===== src/csr_pkg.sv =====
package csr_pkg;
	localparam logic [7:0] CSR_OFF_RANGE_B = 8'h32;
	localparam logic [7:0] CSR_OFF_REF_SRC = 8'h38;
	localparam logic [7:0] CSR_OFF_STAMP = 8'h3b;
	localparam logic [7:0] CSR_OFF_EMPH = 8'h48;
	localparam logic [7:0] CSR_OFF_MUX = 8'h60;
	localparam logic [15:0] CSR_RST_RANGE_B = 16'ha000;
	localparam logic [7:0] CSR_RST_REF_SRC = 8'h00;
	localparam logic [7:0] CSR_RST_STAMP = 8'h00;
	localparam logic [7:0] CSR_RST_EMPH = 8'h00;
	localparam logic [7:0] CSR_RST_MUX = 8'h01;
	localparam int CSR_POS_REF_SUPPLY = 0;
	localparam int CSR_POS_STAMP_ON = 0;
	localparam int CSR_POS_STAMP_PECL = 1;
	localparam int CSR_POS_EMPH_LVL = 0;
	localparam int CSR_POS_EMPH_EXTRA = 3;
	localparam int CSR_POS_MUX_SINGLE = 0;
	localparam int CSR_POS_MUX_SWAP = 4;
	localparam int CSR_LANES = 16;
	localparam logic [1:0] CSR_SEL_A = 2'h1;
	localparam logic [1:0] CSR_SEL_B = 2'h2;
	localparam logic [1:0] CSR_SEL_BOTH = 2'h3;

	typedef struct packed
	{
		logic [15:0] range_b;
		logic ref_from_supply;
		logic stamp_on;
		logic stamp_pecl;
		logic [2:0] emph_level;
		logic emph_extra;
	} csr_cfg_s;

	typedef struct packed
	{
		logic chan_a_on;
		logic chan_a_from_b;
		logic chan_b_on;
		logic chan_b_from_a;
	} csr_route_s;
endpackage


===== src/csr_bank.sv =====
module csr_bank (
	input wire logic mclk,
	input wire logic reset,
	input wire logic ce,
	input wire logic [7:0] avs_address,
	input wire logic avs_read,
	input wire logic avs_write,
	input wire logic [31:0] avs_writedata,
	input wire logic [3:0] avs_byteenable,
	output logic [31:0] avs_readdata,
	output logic avs_waitrequest,
	output logic [1:0] avs_response,
	input wire logic cal_run,
	input wire logic single_mode,
	output csr_pkg::csr_cfg_s cfg,
	output logic [csr_pkg::CSR_LANES-1:0][2:0] lane_emph_level,
	output logic [csr_pkg::CSR_LANES-1:0] lane_emph_extra,
	output csr_pkg::csr_route_s route
);
	import csr_pkg::*;

	logic ack_q;
	logic [31:0] rdata_q;
	logic [1:0] resp_q;
	logic [15:0] range_b_q;
	logic [7:0] ref_q;
	logic [7:0] stamp_q;
	logic [7:0] emph_q;
	logic [7:0] mux_q;

	// The bus address is the register offset itself, so no register answers at a second address.
	wire hit_range = (avs_address == CSR_OFF_RANGE_B);
	wire hit_ref = (avs_address == CSR_OFF_REF_SRC);
	wire hit_stamp = (avs_address == CSR_OFF_STAMP);
	wire hit_emph = (avs_address == CSR_OFF_EMPH);
	wire hit_mux = (avs_address == CSR_OFF_MUX);
	wire hit_any = hit_range || hit_ref || hit_stamp || hit_emph || hit_mux;
	wire req = (avs_read || avs_write) && !ack_q;
	// A write lands at the edge where the master sees waitrequest low.
	wire wr = avs_write && ack_q;
	wire [15:0] range_wdata = {avs_byteenable[1] ? avs_writedata[15:8] : range_b_q[15:8],
		avs_byteenable[0] ? avs_writedata[7:0] : range_b_q[7:0]};
	wire [7:0] byte_wdata = avs_writedata[7:0];
	wire byte_we = wr && avs_byteenable[0];
	wire [31:0] rd_mux = hit_range ? {16'h0000, range_b_q} :
		hit_ref ? {24'h000000, ref_q} :
		hit_stamp ? {24'h000000, stamp_q} :
		hit_emph ? {24'h000000, emph_q} :
		hit_mux ? {24'h000000, mux_q} : 32'h00000000;

	// One wait cycle per access: waitrequest drops in the cycle after the request is seen.
	// A low clock enable keeps it high, so no access completes while state is frozen.
	assign avs_waitrequest = (avs_read || avs_write) && !(ack_q && ce);

	always_ff @(posedge mclk or posedge reset)
	begin
		if (reset)
		begin
			ack_q <= 1'b0;
			rdata_q <= 32'h00000000;
			resp_q <= 2'h0;
		end
		else if (ce)
		begin
			ack_q <= req;
			if (req)
			begin
				rdata_q <= avs_read ? rd_mux : 32'h00000000;
				resp_q <= hit_any ? 2'h0 : 2'h3;
			end
		end
	end

	assign avs_readdata = rdata_q;
	assign avs_response = resp_q;

	csr_reg #(.W(16), .RST(CSR_RST_RANGE_B)) u_range (
		.mclk(mclk),
		.reset(reset),
		.ce(ce),
		.we(wr && hit_range && (avs_byteenable[1:0] != 2'h0)),
		.wdata(range_wdata),
		.q(range_b_q)
	);

	csr_reg #(.W(8), .RST(CSR_RST_REF_SRC)) u_ref (
		.mclk(mclk),
		.reset(reset),
		.ce(ce),
		.we(byte_we && hit_ref),
		.wdata(byte_wdata),
		.q(ref_q)
	);

	csr_reg #(.W(8), .RST(CSR_RST_STAMP)) u_stamp (
		.mclk(mclk),
		.reset(reset),
		.ce(ce),
		.we(byte_we && hit_stamp),
		.wdata(byte_wdata),
		.q(stamp_q)
	);

	csr_reg #(.W(8), .RST(CSR_RST_EMPH)) u_emph (
		.mclk(mclk),
		.reset(reset),
		.ce(ce),
		.we(byte_we && hit_emph),
		.wdata(byte_wdata),
		.q(emph_q)
	);

	csr_reg #(.W(8), .RST(CSR_RST_MUX)) u_mux (
		.mclk(mclk),
		.reset(reset),
		.ce(ce),
		.we(byte_we && hit_mux),
		.wdata(byte_wdata),
		.q(mux_q)
	);

	// The range code goes to the analog scaler unchanged; the scaler maps it linearly.
	assign cfg.range_b = range_b_q;
	assign cfg.ref_from_supply = ref_q[CSR_POS_REF_SUPPLY];
	assign cfg.stamp_on = stamp_q[CSR_POS_STAMP_ON];
	assign cfg.stamp_pecl = stamp_q[CSR_POS_STAMP_PECL];
	assign cfg.emph_level = emph_q[CSR_POS_EMPH_LVL +: 3];
	assign cfg.emph_extra = emph_q[CSR_POS_EMPH_EXTRA];

	genvar ln;
	generate
		for (ln = 0; ln < CSR_LANES; ln++)
		begin : g_lane
			assign lane_emph_level[ln] = emph_q[CSR_POS_EMPH_LVL +: 3];
			assign lane_emph_extra[ln] = emph_q[CSR_POS_EMPH_EXTRA];
		end
	endgenerate

	csr_route u_route (
		.mclk(mclk),
		.reset(reset),
		.ce(ce),
		.cal_run(cal_run),
		.single_mode(single_mode),
		.mux_reg(mux_q),
		.route(route)
	);
endmodule


===== src/csr_reg.sv =====
module csr_reg #(
	parameter int W = 8,
	parameter logic [W-1:0] RST = '0
) (
	input wire logic mclk,
	input wire logic reset,
	input wire logic ce,
	input wire logic we,
	input wire logic [W-1:0] wdata,
	output logic [W-1:0] q
);
	// Every bit, reserved ones included, stores what software wrote.
	always_ff @(posedge mclk or posedge reset)
	begin
		if (reset)
			q <= RST;
		else if (ce && we)
			q <= wdata;
	end
endmodule


===== src/csr_route.sv =====
module csr_route (
	input wire logic mclk,
	input wire logic reset,
	input wire logic ce,
	input wire logic cal_run,
	input wire logic single_mode,
	input wire logic [7:0] mux_reg,
	output csr_pkg::csr_route_s route
);
	import csr_pkg::*;

	logic cal_run_q;
	wire cal_start = cal_run && !cal_run_q;
	wire [1:0] sel = mux_reg[CSR_POS_MUX_SINGLE +: 2];
	wire swap = mux_reg[CSR_POS_MUX_SWAP];
	csr_route_s live;

	// Single mode reads only the select field; dual modes only the swap bit.
	always_comb
	begin
		live = '0;
		if (single_mode)
		begin
			live.chan_a_on = (sel == CSR_SEL_A) || (sel == CSR_SEL_B) || (sel == CSR_SEL_BOTH);
			live.chan_a_from_b = (sel == CSR_SEL_B);
			live.chan_b_on = (sel == CSR_SEL_BOTH);
		end
		else
		begin
			live.chan_a_on = 1'b1;
			live.chan_b_on = 1'b1;
			live.chan_a_from_b = swap;
			live.chan_b_from_a = swap;
		end
	end

	// Routing is latched at the rising edge of calibration enable.
	always_ff @(posedge mclk or posedge reset)
	begin
		if (reset)
		begin
			cal_run_q <= 1'b0;
			route <= '0;
		end
		else if (ce)
		begin
			cal_run_q <= cal_run;
			if (cal_start)
				route <= live;
		end
	end
endmodule


===== config.mk =====
export PLATFORM = sky130hd
export DESIGN_NAME = csr_bank
export DESIGN_NICKNAME = d
export VERILOG_FILES = /design/src/csr_pkg.sv /design/src/csr_bank.sv /design/src/csr_reg.sv /design/src/csr_route.sv
export SDC_FILE = /design/constraint.sdc
export NUM_CORES = 1
export LEC_CHECK = 0
export BUFFER_PORTS_ARGS = -buffer_cell sky130_fd_sc_hd__buf_2
export CAP_MARGIN = 0
export CORE_MARGIN = 3
export CORE_UTILIZATION = 43
export CTS_CLUSTER_SIZE = 40
export DETAILED_ROUTE_END_ITERATION = 8
export GPL_TIMING_DRIVEN = 0
export PLACE_DENSITY = 0.76
export SETUP_SLACK_MARGIN = 0.3
export SLEW_MARGIN = 20
export SYNTH_ARGS = -nofsm -noshare
export SYNTH_HDL_FRONTEND = slang
export SYNTH_SLANG_ARGS = --single-unit

===== constraint.sdc =====
create_clock -name mclk -period 1.7 [get_ports mclk]
set_input_delay 0 -clock mclk [delete_from_list [all_inputs] [get_ports mclk]]
set_output_delay 0 -clock mclk [all_outputs]
set_load 0.01 [all_outputs]

### Word-level counts from Yosys, hierarchy flattened

Cells that the tools add are included.

| operators by class | value |
|---|---|
| $add $sub $neg | 0 |
| multiply operators | 0 |
| divide/modulo/power cells | 0 |
| $lt $le $gt $ge | 0 |
| eq/ne operators | 8 |
| shift-type cells | 0 |
| muxes and demuxes | 9 |
| bitwise logic cells | 0 |
| reductions and logical operators | 32 |

Operators by type and width:

| cell | number |
|---|---|
| two-way mux 16 bit | 2 |
| two-way mux 8 bit | 4 |
| == test 8 x 6 -> 1 bit, second input constant | 3 |
| logical AND 1 bit | 17 |
| == test 8 x 7 -> 1 bit, second input constant | 2 |
| AND reduction 2 bit | 4 |
| logical OR 1 bit | 7 |
| == test 2 bit, second input constant | 2 |
| zero test 1 bit | 3 |
| two-way mux 3 bit | 1 |
| == test 2 x 1 -> 1 bit, second input constant | 1 |
| two-way mux 2 bit | 1 |
| nonzero test 2 bit | 1 |
| two-way mux 1 bit | 1 |

| storage, ports and cells | value |
|---|---|
| flip-flop bits (word level) | 88 |
| latch bits | 0 |
| memory bits (writable) | 0 |
| ROM bits | 0 |
| output and inout bits | 126 |
| word-level logic and storage cells | 63 |
| memories | 0 |

### Longest topological paths before layout

Gate-level depths: netlist of the first run.

| depth | value |
|---|---|
| word-level depth | 7 |
| mapped depth | 7 |
| gate-level depth less buffers | 4 |

### Hierarchy

A second synthesis of the first run with hierarchy kept.

| second synthesis, totals | value |
|---|---|
| cell total of the unflattened synthesis | 397 |
| area, all modules | 4,357.9 µm² |

Modules (own cells, without submodules):

| module | times used | cells each | area an instance (µm²) | sequential area each (µm²) |
|---|---|---|---|---|
| csr_bank | 1 | 270 | 2,285.9 | 450.4 |
| csr_reg at u_emph ... | 3 | 18 | 300.3 | 200.2 |
| csr_reg at u_range | 1 | 35 | 641.9 | 402.9 |
| csr_reg at u_mux | 1 | 18 | 301.5 | 201.4 |
| csr_route | 1 | 20 | 227.7 | 125.1 |

### Worst setup path before layout of the first run

No wires, ideal clock.

| timing | value |
|---|---|
| path kind | flip-flop to flip-flop |
| start | register ack_q |
| end | register rdata_q[0], in the netlist avs_readdata[0] |
| data arrival time | 1,655 ps |
| required time | 1,603 ps |
| setup slack | -52 ps |
| cell stages (with the launch flop) | 5 |
| buffers on the path | 0 |
| period minus slack after synthesis | 1,752 ps |
| path through | dfrtp_1 > nand3b_1 > nor4_1 > a22oi_1 > o31ai_1 |

| between the ends | value |
|---|---|
| word-level cells in the longest chain between the ends | 3 |

Ends and longest elaborated chain:

| what | line | RTL |
|---|---|---|
| from (decl) | csr_bank.sv:22 | `logic ack_q;` |
| from (signal assigned) | csr_bank.sv:65 | `ack_q <= req;` |
| zero test 1 bit | csr_bank.sv:38 | `wire req = (avs_read \|\| avs_write) && !ack_q;` |
| logical AND 1 bit | csr_bank.sv:38 |  |
| AND reduction 2 bit (no line) | -- |  |
| to (signal assigned) | csr_bank.sv:68 | `rdata_q <= avs_read ? rd_mux : 32'h00000000;` |
| to (decl) | csr_bank.sv:23 | `logic [31:0] rdata_q;` |

Every way passes these cells.
A chain may end at the register's enable or synchronous reset.

### Worst setup path in the final report of the first run

| timing | value |
|---|---|
| start | register ack_q |
| end | register u_ref.q[3] |

| between the ends | value |
|---|---|
| word-level cells in the longest chain between the ends | 4 |

Ends and longest elaborated chain:

| what | line | RTL |
|---|---|---|
| logical AND 1 bit | csr_bank.sv:40 | `wire wr = avs_write && ack_q;` |
| logical AND 1 bit | csr_bank.sv:44 | `wire byte_we = wr && avs_byteenable[0];` |
| logical AND 1 bit | csr_bank.sv:90 | `.we(byte_we && hit_ref),` |
| logical AND 1 bit | csr_reg.sv:17 | `else if (ce && we)` |
| to (signal assigned) | csr_reg.sv:18 | `q <= wdata;` |
| to (decl) | csr_reg.sv:10 | `output logic [W-1:0] q` |

Every way passes these cells.

==> metrics.md, run 1 <==
| Metric | Value |
|---|---|
| Min-Delay Path Class | in2reg |
| Ys flop type | dfrtp_1 |
| Status | completed |
| Worst path required time | 1920 ps |
| Clock sink total | 71 |
| Synth area leaders | dfrtp_1, buf_4, mux2_2 |
| Worst VDD drop | 0.406 mV |
| Critical path peak fanout | 4 |
| Switching Share | 0.258 |
| Setup violators final | 0 |
| CTS tree | built |
| Total GRT Usage | 0.204 |
| Area of the multi-input gates | 1780 um^2 |
| Cell-internal power | approximately 2.5 mW |
| Final Hold Fails | 0 |
| Mapped Avg Cell Area | 11.8 um^2 |
| Yosys warns | 0 |
| Synth async-reset ratio | 1.00 |
| Reg power frac | 0.510 |
| Top cells by count, synth | buf_4, dfrtp_1, mux2_2, a22o_1, nand3b_1 |
| Die X | approximately 100 um |
| Worst slew pin tran | approximately 730 ps |
| Max-cap viol count | 0 |
| Cell area after synthesis | about 4100 um^2 |
| Max Slew Vio Count | 0 |
| Die Area | 10600 um^2 |
| Via-per-instance ratio | a little over 5 |
| Vias in the first global route | about 3300 |
| Fin nets | 600 |
| Critical Path AT | 1830 ps |
| Final Power | ~3.4 mW |
| Setup repair after global routing missed its margin | true |
| Crit end category | flop |
| Initial core utilization | 0.454 |
| Post-Route Skew | 15.4 ps |
| Overflow left after global routing | 0 |
| Crit start category | flop |
| Count leader, synth | buf_4 |
| Largest net degree at the start of global routing | 30 |
| Post-synthesis cell type count | 44 |
| Reg-to-reg slack, setup | 80 ps |
| Clock root buffer | clkbuf_8 |
| Core Box Area | 8930 um^2 |
| Worst setup path endpoint | u_ref.q[3]$_DFFE_PP0P_ |
| CP startpoint | ack_q$_DFFE_PP0P_ |
| Wire length per cell after detailed routing | 16.6 um |
| Non-Filler Instances | 662 |
| Antenna Nets Post-Route | 0 |
| Layout cells sized above 1 | 0.635 |
| Initial antenna violation count | 0 |
| Synthesis-stage register bit count | 71 |
| Placer Congestion | 0.808 |
| Power Dens Cells | just under 600 nW/um^2 |
| Critical R2R Capture | u_ref.q[3]$_DFFE_PP0P_ |
| Post-route cell area | slightly below 6000 um^2 |
| Final period util | 0.951 |
| Register area share after synthesis | 0.439 |
| Synth Area in XOR/XNOR | 0.00216 |
| Die Ht | 103 um |
| Max_slew headroom | 0.511 |
| Clock Tree Buf Depth | 2 |
| Post-synth EDFFs | 0 |
| Adder and majority gate portion of the synthesized area | 0 |
| Layout area overhead | 44.0% |
| Mux share of post-synthesis cell area | 0.146 |
| Row count | 34 |
| Syn Inst Count | 344 |
| Via Count | between 3000 and 4000 |
| Combinational family with the most area after synthesis | buffers and inverters |
| Worst R2R Start | ack_q$_DFFE_PP0P_ |
| First-pass GRT wire length | 16.7 mm |
| Tmin final | about 1600 ps |
| 1st-iter DRT viols | ~220 |
| DP HPWL | 7.44 mm |
| Psw | 0.883 mW |
| Post-synthesis compound-gate area fraction | 0.111 |
| Clock Latency Late Sink | 340 ps |
| Placed cell area | between 5000 and 6000 um^2 |
| Sequential cell area | 1790 um^2 |
| N_diodes | 0 |
| Clock network fraction of total power | 0.342 |
| H-tree levels | 3 |
| Setup Slack @ Placement | -402 ps |
| Crit Path Class | reg2reg |
| Drt pass-1 iters | 5 |
| FILL cells | 668 |
| Fin worst setup slack | 84.0 ps |
| Comb power frac | 0.148 |
| CTS Buf Count | 9 |
| Leakage | 3.18 nW |
| Post-synth top area share | 0.420 |
| Max Clock Freq | 619 MHz |
| CTS clock-pin slew for the worst setup and hold paths | 80 ps |
| I/O Buffers | approximately 140 |
| Placed insts | 608 |
| Worst reg2reg path depth | 5 |
| # DRC | 0 |
| Synth Area in Simple Gates | 0.110 |
| Yosys top cell by area | dfrtp_1 |
| Total Routed Length | 11.0 mm |
| Ports | 177 |
worst max-delay path: stages (launching register included):
cell,delay (ps)
dfrtp_1,410
nand4_1,210
buf_6,210
nor3_4,200
buf_6,170
mux2_4,290
metal layers:
| layer | track usage | wire, um | up-vias |
|---|---|---|---|
| met3 | 0.0318 | 743 | 21 |
| met4 | 0.0857 | 253 | 0 |
| li1 | - | - | 1560 |
| met1 | 0.256 | 4520 | 1650 |
| met2 | 0.350 | 5510 | 171 |
| met5 | 0 | 0 | - |
state kept, by name, summed over array words and instances, names as in the netlist, 4 cells and up:
signal,flops
avs_readdata,16
u_emph.q,8
u_mux.q,8
u_range.q,16
u_ref.q,8
u_route.route,4
u_stamp.q,8
area by class of cell:
class                      count  area share
buffer                       105       0.136
clock buffer                  15      0.0268
clock inverter                 1     0.00129
inverter                       4     0.00321
multi-input combinational    179       0.305
sequential                    71       0.306
tap                          108      0.0231
timing repair buffer         179       0.199
power groups by stage:
stage | Sequential [mW] | Combinational, mW | Clock, mW
5_1_grt | 1.75 | 0.550 | 1.25
2_1_floorplan | 1.78 | 0.236 | 0
3_3_place_gp | 1.77 | 0.371 | 0
3_5_place_dp | 1.78 | 0.397 | 0
6_report | 1.74 | 0.507 | 1.17
4_1_cts | 1.74 | 0.471 | 1.18
cells in the final DEF (no fill, tap or decap), types with 9 or more instances in the layout:
cell type,count
a22o_1,16
a31oi_1,9
buf_2,142
buf_4,98
buf_6,10
clkbuf_1,9
clkbuf_8,11
conb_1,16
dfrtp_1,64
dlygate4sd3_1,20
mux2_4,48
nand3b_1,11
worst min path at each step:
stage | startpoint | to | slack, ps | cells past startpoint
CTS | single_mode | u_route.route[1]$_DFFE_PP0P_ | 1 | 3
finish | single_mode | u_route.route[1]$_DFFE_PP0P_ | 9 | 3
global placement | avs_writedata[15] | u_range.q[15]$_DFFE_PP1P_ | 230 | 2
detailed placement | reset | u_route.route[1]$_DFFE_PP0P_ | 70 | 2
global route | single_mode | u_route.route[1]$_DFFE_PP0P_ | 30 | 3
floorplan | avs_write | avs_waitrequest | 140 | 2
per-stage QoR:
stage | hold WS [ps] | util | TNS (ps)
floorplan | 135 | - | 0
global placement | 230 | 0.569 | -11570
detailed placement | 71.6 | 0.575 | -12940
CTS | 1.11 | 0.643 | 0
global route | 25.0 | 0.654 | 0
finish | 8.53 | 0.654 | 0
cells by family (layout without fill, tap and decap cells):
logic type | Yosys count | after routing
buf+inv | 109 | 304
flops | 71 | 71
compound gates | 59 | 59
simple gates | 53 | 53
mux | 50 | 50
other cells | 1 | 16
xor+xnor | 1 | 1
timing repair:
action / CTS / global route
hold endpoints to repair: 67 / 0
pin swaps: 12 / 12
gates resized for setup: 23 / 20
hold buffers: 20 / 0
buffers inserted: 16 / 1
endpoints found under the setup margin: 66 / 133
cloned: 0 / 1
No activity file was read; power rests on OpenSTA's default activity.
==> run 2, diff against run 1 <==
--- a/config.mk
+++ b/config.mk
@@ -13,6 +13,7 @@
 export DETAILED_ROUTE_END_ITERATION = 8
 export GPL_TIMING_DRIVEN = 0
 export PLACE_DENSITY = 0.76
+export RECOVER_POWER = 50
 export SETUP_SLACK_MARGIN = 0.3
 export SLEW_MARGIN = 20
 export SYNTH_ARGS = -nofsm -noshare
==> run 2 against run 1 <==
- register-to-register slack about the same
- combinational power decreased by 2%
- sequential power about the same
- largest cell class unchanged
- design area decreased by 1.1%
- worst setup slack got worse by 8.7 ps
- first-iteration DRC count increased by 3.6%
- die area unchanged
==> metrics.md, run 2 (synthesis gave the netlist of run 1 again) <==
| Metric | Value |
|---|---|
| Layout cells sized above 1 | 0.561 |
| Crit Path Class | reg2reg |
| Status | completed |
| Ports | around 180 |
| Crit end category | flop |
| Max stage delay on crit path | about 420 ps |
| Worst slew pin tran | around 1000 ps |
| WHS | approximately 3.3 ps |
| Worst path required time | 1930 ps |
| Slowest-stage cell, CP | dfrtp_1 |
| Max Slew Vio Count | 0 |
| Post-Route Skew | 16.8 ps |
| Max Clock Freq | around 620 MHz |
| Power Dens Cells | 591 nW/um^2 |
| Initial antenna violation count | 0 |
| Sequential cell area | 1780 um^2 |
| Clock Tree Buf Depth | 2 |
| Worst VDD drop | between 0.4 and 0.5 mV |
| Setup Slack @ Placement | -402 ps |
| Setup_tns | 0 ps |
| Final Hold Fails | 0 |
| Die Ht | between 100 and 150 um |
| Leakage | 3.01 nW |
| Worst reg2reg path depth | 5 |
| Area of the multi-input gates | 1780 um^2 |
| Setup violators final | 0 |
| Crit start category | flop |
| Max-cap viol count | 0 |
| Hold EP | u_route.route[1]$_DFFE_PP0P_ |
| Setup repair after global routing missed its margin | true |
| Die X | 103 um |
| Vias in the first global route | 3301 |
| Most frequent cells in the layout | buf_2, buf_4, dfrtp_1 |
| Clock sink total | a little over 70 |
| Placer Congestion | between 0.8 and 0.9 |
| Clock Latency Late Sink | 340 ps |
| Critical path peak fanout | 4 |
| Core Box Area | a little under 9000 um^2 |
| Largest net degree at the start of global routing | 30 |
| Wire length per cell after detailed routing | 16.7 um |
| FILL cells | about 680 |
| Min-Delay Path Class | in2reg |
| CTS clock-pin slew for the worst setup and hold paths | 80 ps |
| Layout area overhead | 42.5% |
| DP HPWL | around 7.4 mm |
| Most frequent CP cell | buf_6 |
| Hold depth | 3 |
| Critical Path AT | ~1900 ps |
| Tmin final | 1620 ps |
| Crit-path leading delay family | flip-flops |
| Reg-to-reg slack, setup | 80 ps |
| I/O Buffers | 139 |
| CTS tree | built |
| N_diodes | 0 |
| CTS Buf Count | 9 |
| Clock root buffer | clkbuf_8 |
| Total Routed Length | 11.0 mm |
| Via Count | 3384 |
| Total GRT Usage | 0.204 |
| Fin worst setup slack | 75.3 ps |
| Row count | 34 |
| Max_slew headroom | 0.328 |
| CP bufs+invs | 2 |
| H-tree levels | 3 |
| Via-per-instance ratio | ~5.1 |
| First-pass GRT wire length | approximately 17 mm |
| Overflow left after global routing | 0 |
| 1st-iter DRT viols | 232 |
| Critical R2R Capture | u_ref.q[7]$_DFFE_PP0P_ |
| Die Area | 10600 um^2 |
| Initial core utilization | 0.454 |
| Fin nets | 600 |
| # DRC | 0 |
| Antenna Nets Post-Route | 0 |
| Final period util | 0.956 |
| Worst Min Path Start | single_mode |
| Worst R2R Start | ack_q$_DFFE_PP0P_ |
| Commonest non-fill, non-tap cell in the layout | buf_2 |
| Drt pass-1 iters | 5 |
| Cell Chain, Critical Path | nand4_1, buf_6, nor3_4, buf_6, mux2_4 |
[run 2: cell types whose count changed in the layout (fill, tap and decap cells not counted), moves of 2 or more]
cell,delta
buf_2,-37
clkbuf_1,+37
clkbuf_4,+11
buf_4,-10
dfrtp_1,+2
dfrtp_2,-2
dfstp_1,+2
dfstp_2,-2
[run 2: through the flow]
step	power, mW	instances	instance area [um^2]	util
after floorplan	2.01	359	4250	-
after global placement	2.14	606	5080	0.569
after detailed placement	2.17	608	5130	0.575
after CTS	3.39	660	5740	0.643
after global routing	3.54	662	5780	0.647
final	3.41	662	5780	0.647
[run 2: routing by layer]
metal	part of all wire	GRT usage	routed length [um]
met2	0.49	0.350	5460
met1	0.42	0.256	4590
met4	0.024	0.0857	264
met5	0	0	0
met3	0.066	0.0318	733
[run 2: what timing repair did]
action | 4_1_cts | 5_1_grt
gates resized for setup | 23 | 20
buffers inserted | 16 | 1
endpoints found under the hold margin | 67 | 0
pin swaps | 12 | 12
cloned | 0 | 1
endpoints found under the setup margin | 66 | 133
hold buffers | 20 | 0
[run 2: final cells by class]
class | count | share of cell area
Inverter | 4 | 0.00282
Clock buffer | 15 | 0.0271
Clock inverter | 1 | 0.00130
Timing Repair Buffer | 179 | 0.191
Sequential cell | 71 | 0.309
Buffer | 105 | 0.138
Tap cell | 108 | 0.0234
Multi-Input combinational cell | 179 | 0.309
[run 2: worst max path at each step]
stage / start / cells after the start / end / slack, ps
after detailed placement: ack_q$_DFFE_PP0P_ / 3 / u_range.q[5]$_DFFE_PP0P_ / -400
after floorplan: ack_q$_DFFE_PP0P_ / 3 / u_range.q[0]$_DFFE_PP0P_ / 40
after global placement: ack_q$_DFFE_PP0P_ / 3 / u_range.q[5]$_DFFE_PP0P_ / -340
after CTS: ack_q$_DFFE_PP0P_ / 5 / u_stamp.q[4]$_DFFE_PP0P_ / 130
after global routing: ack_q$_DFFE_PP0P_ / 5 / u_ref.q[7]$_DFFE_PP0P_ / 4
final: ack_q$_DFFE_PP0P_ / 5 / u_ref.q[7]$_DFFE_PP0P_ / 80
[run 2: power by group]
part | internal (mW) | switching (mW) | leakage [nW]
Sequential | 1.72 | 0.0266 | 0.968
Clock | 0.574 | 0.597 | 0.0780
Combinational | 0.238 | 0.259 | 1.97
[run 2: worst register-to-register path, delay by kind of cell (launching register included)]
kind	cells	cell delay [ps]
buffers and inverters	2	380
and+or+nand+nor	2	410
muxes	1	300
DFF	1	420
==> run 3, diff against run 2 <==
--- a/config.mk
+++ b/config.mk
@@ -7,13 +7,16 @@
 export LEC_CHECK = 0
 export BUFFER_PORTS_ARGS = -buffer_cell sky130_fd_sc_hd__buf_2
 export CAP_MARGIN = 0
+export CELL_PAD_IN_SITES_DETAIL_PLACEMENT = 0
+export CELL_PAD_IN_SITES_GLOBAL_PLACEMENT = 1
 export CORE_MARGIN = 3
-export CORE_UTILIZATION = 43
+export CORE_UTILIZATION = 33
 export CTS_CLUSTER_SIZE = 40
 export DETAILED_ROUTE_END_ITERATION = 8
 export GPL_TIMING_DRIVEN = 0
-export PLACE_DENSITY = 0.76
+export PLACE_DENSITY = 0.74
 export RECOVER_POWER = 50
+export REMOVE_ABC_BUFFERS = 1
 export SETUP_SLACK_MARGIN = 0.3
 export SLEW_MARGIN = 20
 export SYNTH_ARGS = -nofsm -noshare
==> run 3 against run 2 <==
- final cell count fell by 8.6%
- die area up 28%
- combinational power shrank 14%
- global-route usage is 4.6 points lower
- sequential share of layout area increased by 2.9 points
- maximum frequency up 8.5%
- critical endpoint is now u_range.q[1]$_DFFE_PP0P_
==> metrics.md, run 3 (synthesis gave the netlist of run 1 again) <==
| Metric | Value |
|---|---|
| Worst R2R Start | ack_q$_DFFE_PP0P_ |
| Crit start category | flop |
| Placed cell area | 4310 um^2 |
| Largest net degree at the start of global routing | 55 |
| CP startpoint | ack_q$_DFFE_PP0P_ |
| Crit end category | flop |
| Max-cap viol count | 0 |
| Worst VDD drop | 0.630 mV |
| I/O Buffers | 142 |
| Initial antenna violation count | 0 |
| Final Hold Fails | 0 |
| Fin worst setup slack | approximately 200 ps |
| Worst path required time | 1920 ps |
| Vias in the first global route | 2818 |
| Post-route cell area | 5270 um^2 |
| WHS | around 18 ps |
| Core Box Area | 11700 um^2 |
| Clock Tree Buf Depth | 2 |
| Critical path peak fanout | 8 |
| Final period util | 0.881 |
| Layout cells sized above 1 | 0.476 |
| N_diodes | 0 |
| Die X | 117 um |
| Setup repair after global routing missed its margin | true |
| Wire length per cell after detailed routing | 17.9 um |
| Critical Path AT | around 1700 ps |
| Worst Min Path Start | single_mode |
| Hold depth | 3 |
| Final Power | between 4 and 5 mW |
| Die Ht | approximately 120 um |
| Row count | 39 |
| Post-Route Skew | between 6 and 7 ps |
| Initial core utilization | 0.346 |
| Die Area | 13700 um^2 |
| Placer Congestion | between 0.7 and 0.8 |
| Max Clock Freq | 668 MHz |
| Antenna Nets Post-Route | 0 |
| Setup Slack @ Placement | -1490 ps |
| Most frequent cells in the layout | buf_2, dfrtp_1, clkbuf_1 |
| CTS Buf Count | 9 |
| Commonest non-fill, non-tap cell in the layout | buf_2 |
| Leakage | ~2.6 nW |
| CTS tree | built |
| Max_slew headroom | 0.421 |
| Clock Latency Late Sink | 340 ps |
| Layout area overhead | 30.0% |
| Fin nets | 508 |
| Crit Path Class | reg2reg |
| Total Routed Length | 10.8 mm |
| 1st-iter DRT viols | 156 |
| DP HPWL | roughly 7.0 mm |
| Setup violators final | 0 |
| Tmin final | 1500 ps |
| H-tree levels | 3 |
| Drt pass-1 iters | 4 |
| Via-per-instance ratio | 4.94 |
| Min-Delay Path Class | in2reg |
| Clock sink total | 71 |
| Ports | 177 |
| Via Count | 2990 |
| Max Slew Vio Count | 0 |
| Worst reg2reg path depth | 5 |
| First-pass GRT wire length | 16.2 mm |
| Worst slew pin tran | 863 ps |
| Overflow left after global routing | 0 |
| Power Dens Cells | 826 nW/um^2 |
| Clock root buffer | clkbuf_16 |
| # DRC | 0 |
| Status | completed |
| CTS clock-pin slew for the worst setup and hold paths | 60 ps |
| Total GRT Usage | 0.158 |
==> run 3: final cells by class <==
class,instances,area [um^2]
fillers,1065,6440
flip-flops and latches,71,1780
multi-input cells,179,1780
repair buffers,192,1170
clock buffers,10,239
well taps,143,179
clock inverters,6,108
inverters,4,16.3
==> run 3: final timing paths <==
check,end,slack [ps]
min reg2reg,u_route.route[1]$_DFFE_PP0P_,480
min in group asynchronous,avs_readdata[10]$_DFFE_PP0P_,340
max,u_range.q[1]$_DFFE_PP0P_,200
max in group asynchronous,u_mux.q[0]$_DFFE_PP1P_,620
max reg2reg,u_range.q[1]$_DFFE_PP0P_,200
min,u_route.route[1]$_DFFE_PP0P_,20
==> run 3: metal layers <==
metal | up-vias | GRT usage | wire (um)
met1 | 1476 | 0.222 | 5060
met5 | - | 0 | 0
met2 | 125 | 0.239 | 4870
met4 | 0 | 0.0428 | 124
li1 | 1377 | - | -
met3 | 12 | 0.0442 | 756
==> run 3: repair_timing <==
action | in CTS | in global routing
buffers inserted | 20 | 7
hold buffers | 19 | 0
pin swaps | 10 | 9
setup endpoints to repair | 65 | 64
resized for setup | 56 | 6
endpoints found under the hold margin | 120 | 0
==> run 3: through the flow <==
step | setup TNS (ps) | util | cells
global placement | -114710 | 0.362 | 539
CTS | 0 | 0.448 | 598
finish | 0 | 0.450 | 605
global route | 0 | 0.450 | 605
detailed placement | -44520 | 0.368 | 543
floorplan | -8190 | - | 254
==> run 3: power by group <==
part	switching (mW)	internal, mW	total [mW]
Clock	0.718	1.47	2.18
Sequential	0.0236	1.72	1.74
Combinational	0.248	0.177	0.425
==> run 3: worst max-delay path, cell delays in order, from the launching register on <==
cell	delay, ps
dfrtp_1	390
nand4_1	110
buf_6	170
nor4_4	200
buf_12	200
mux2_4	310
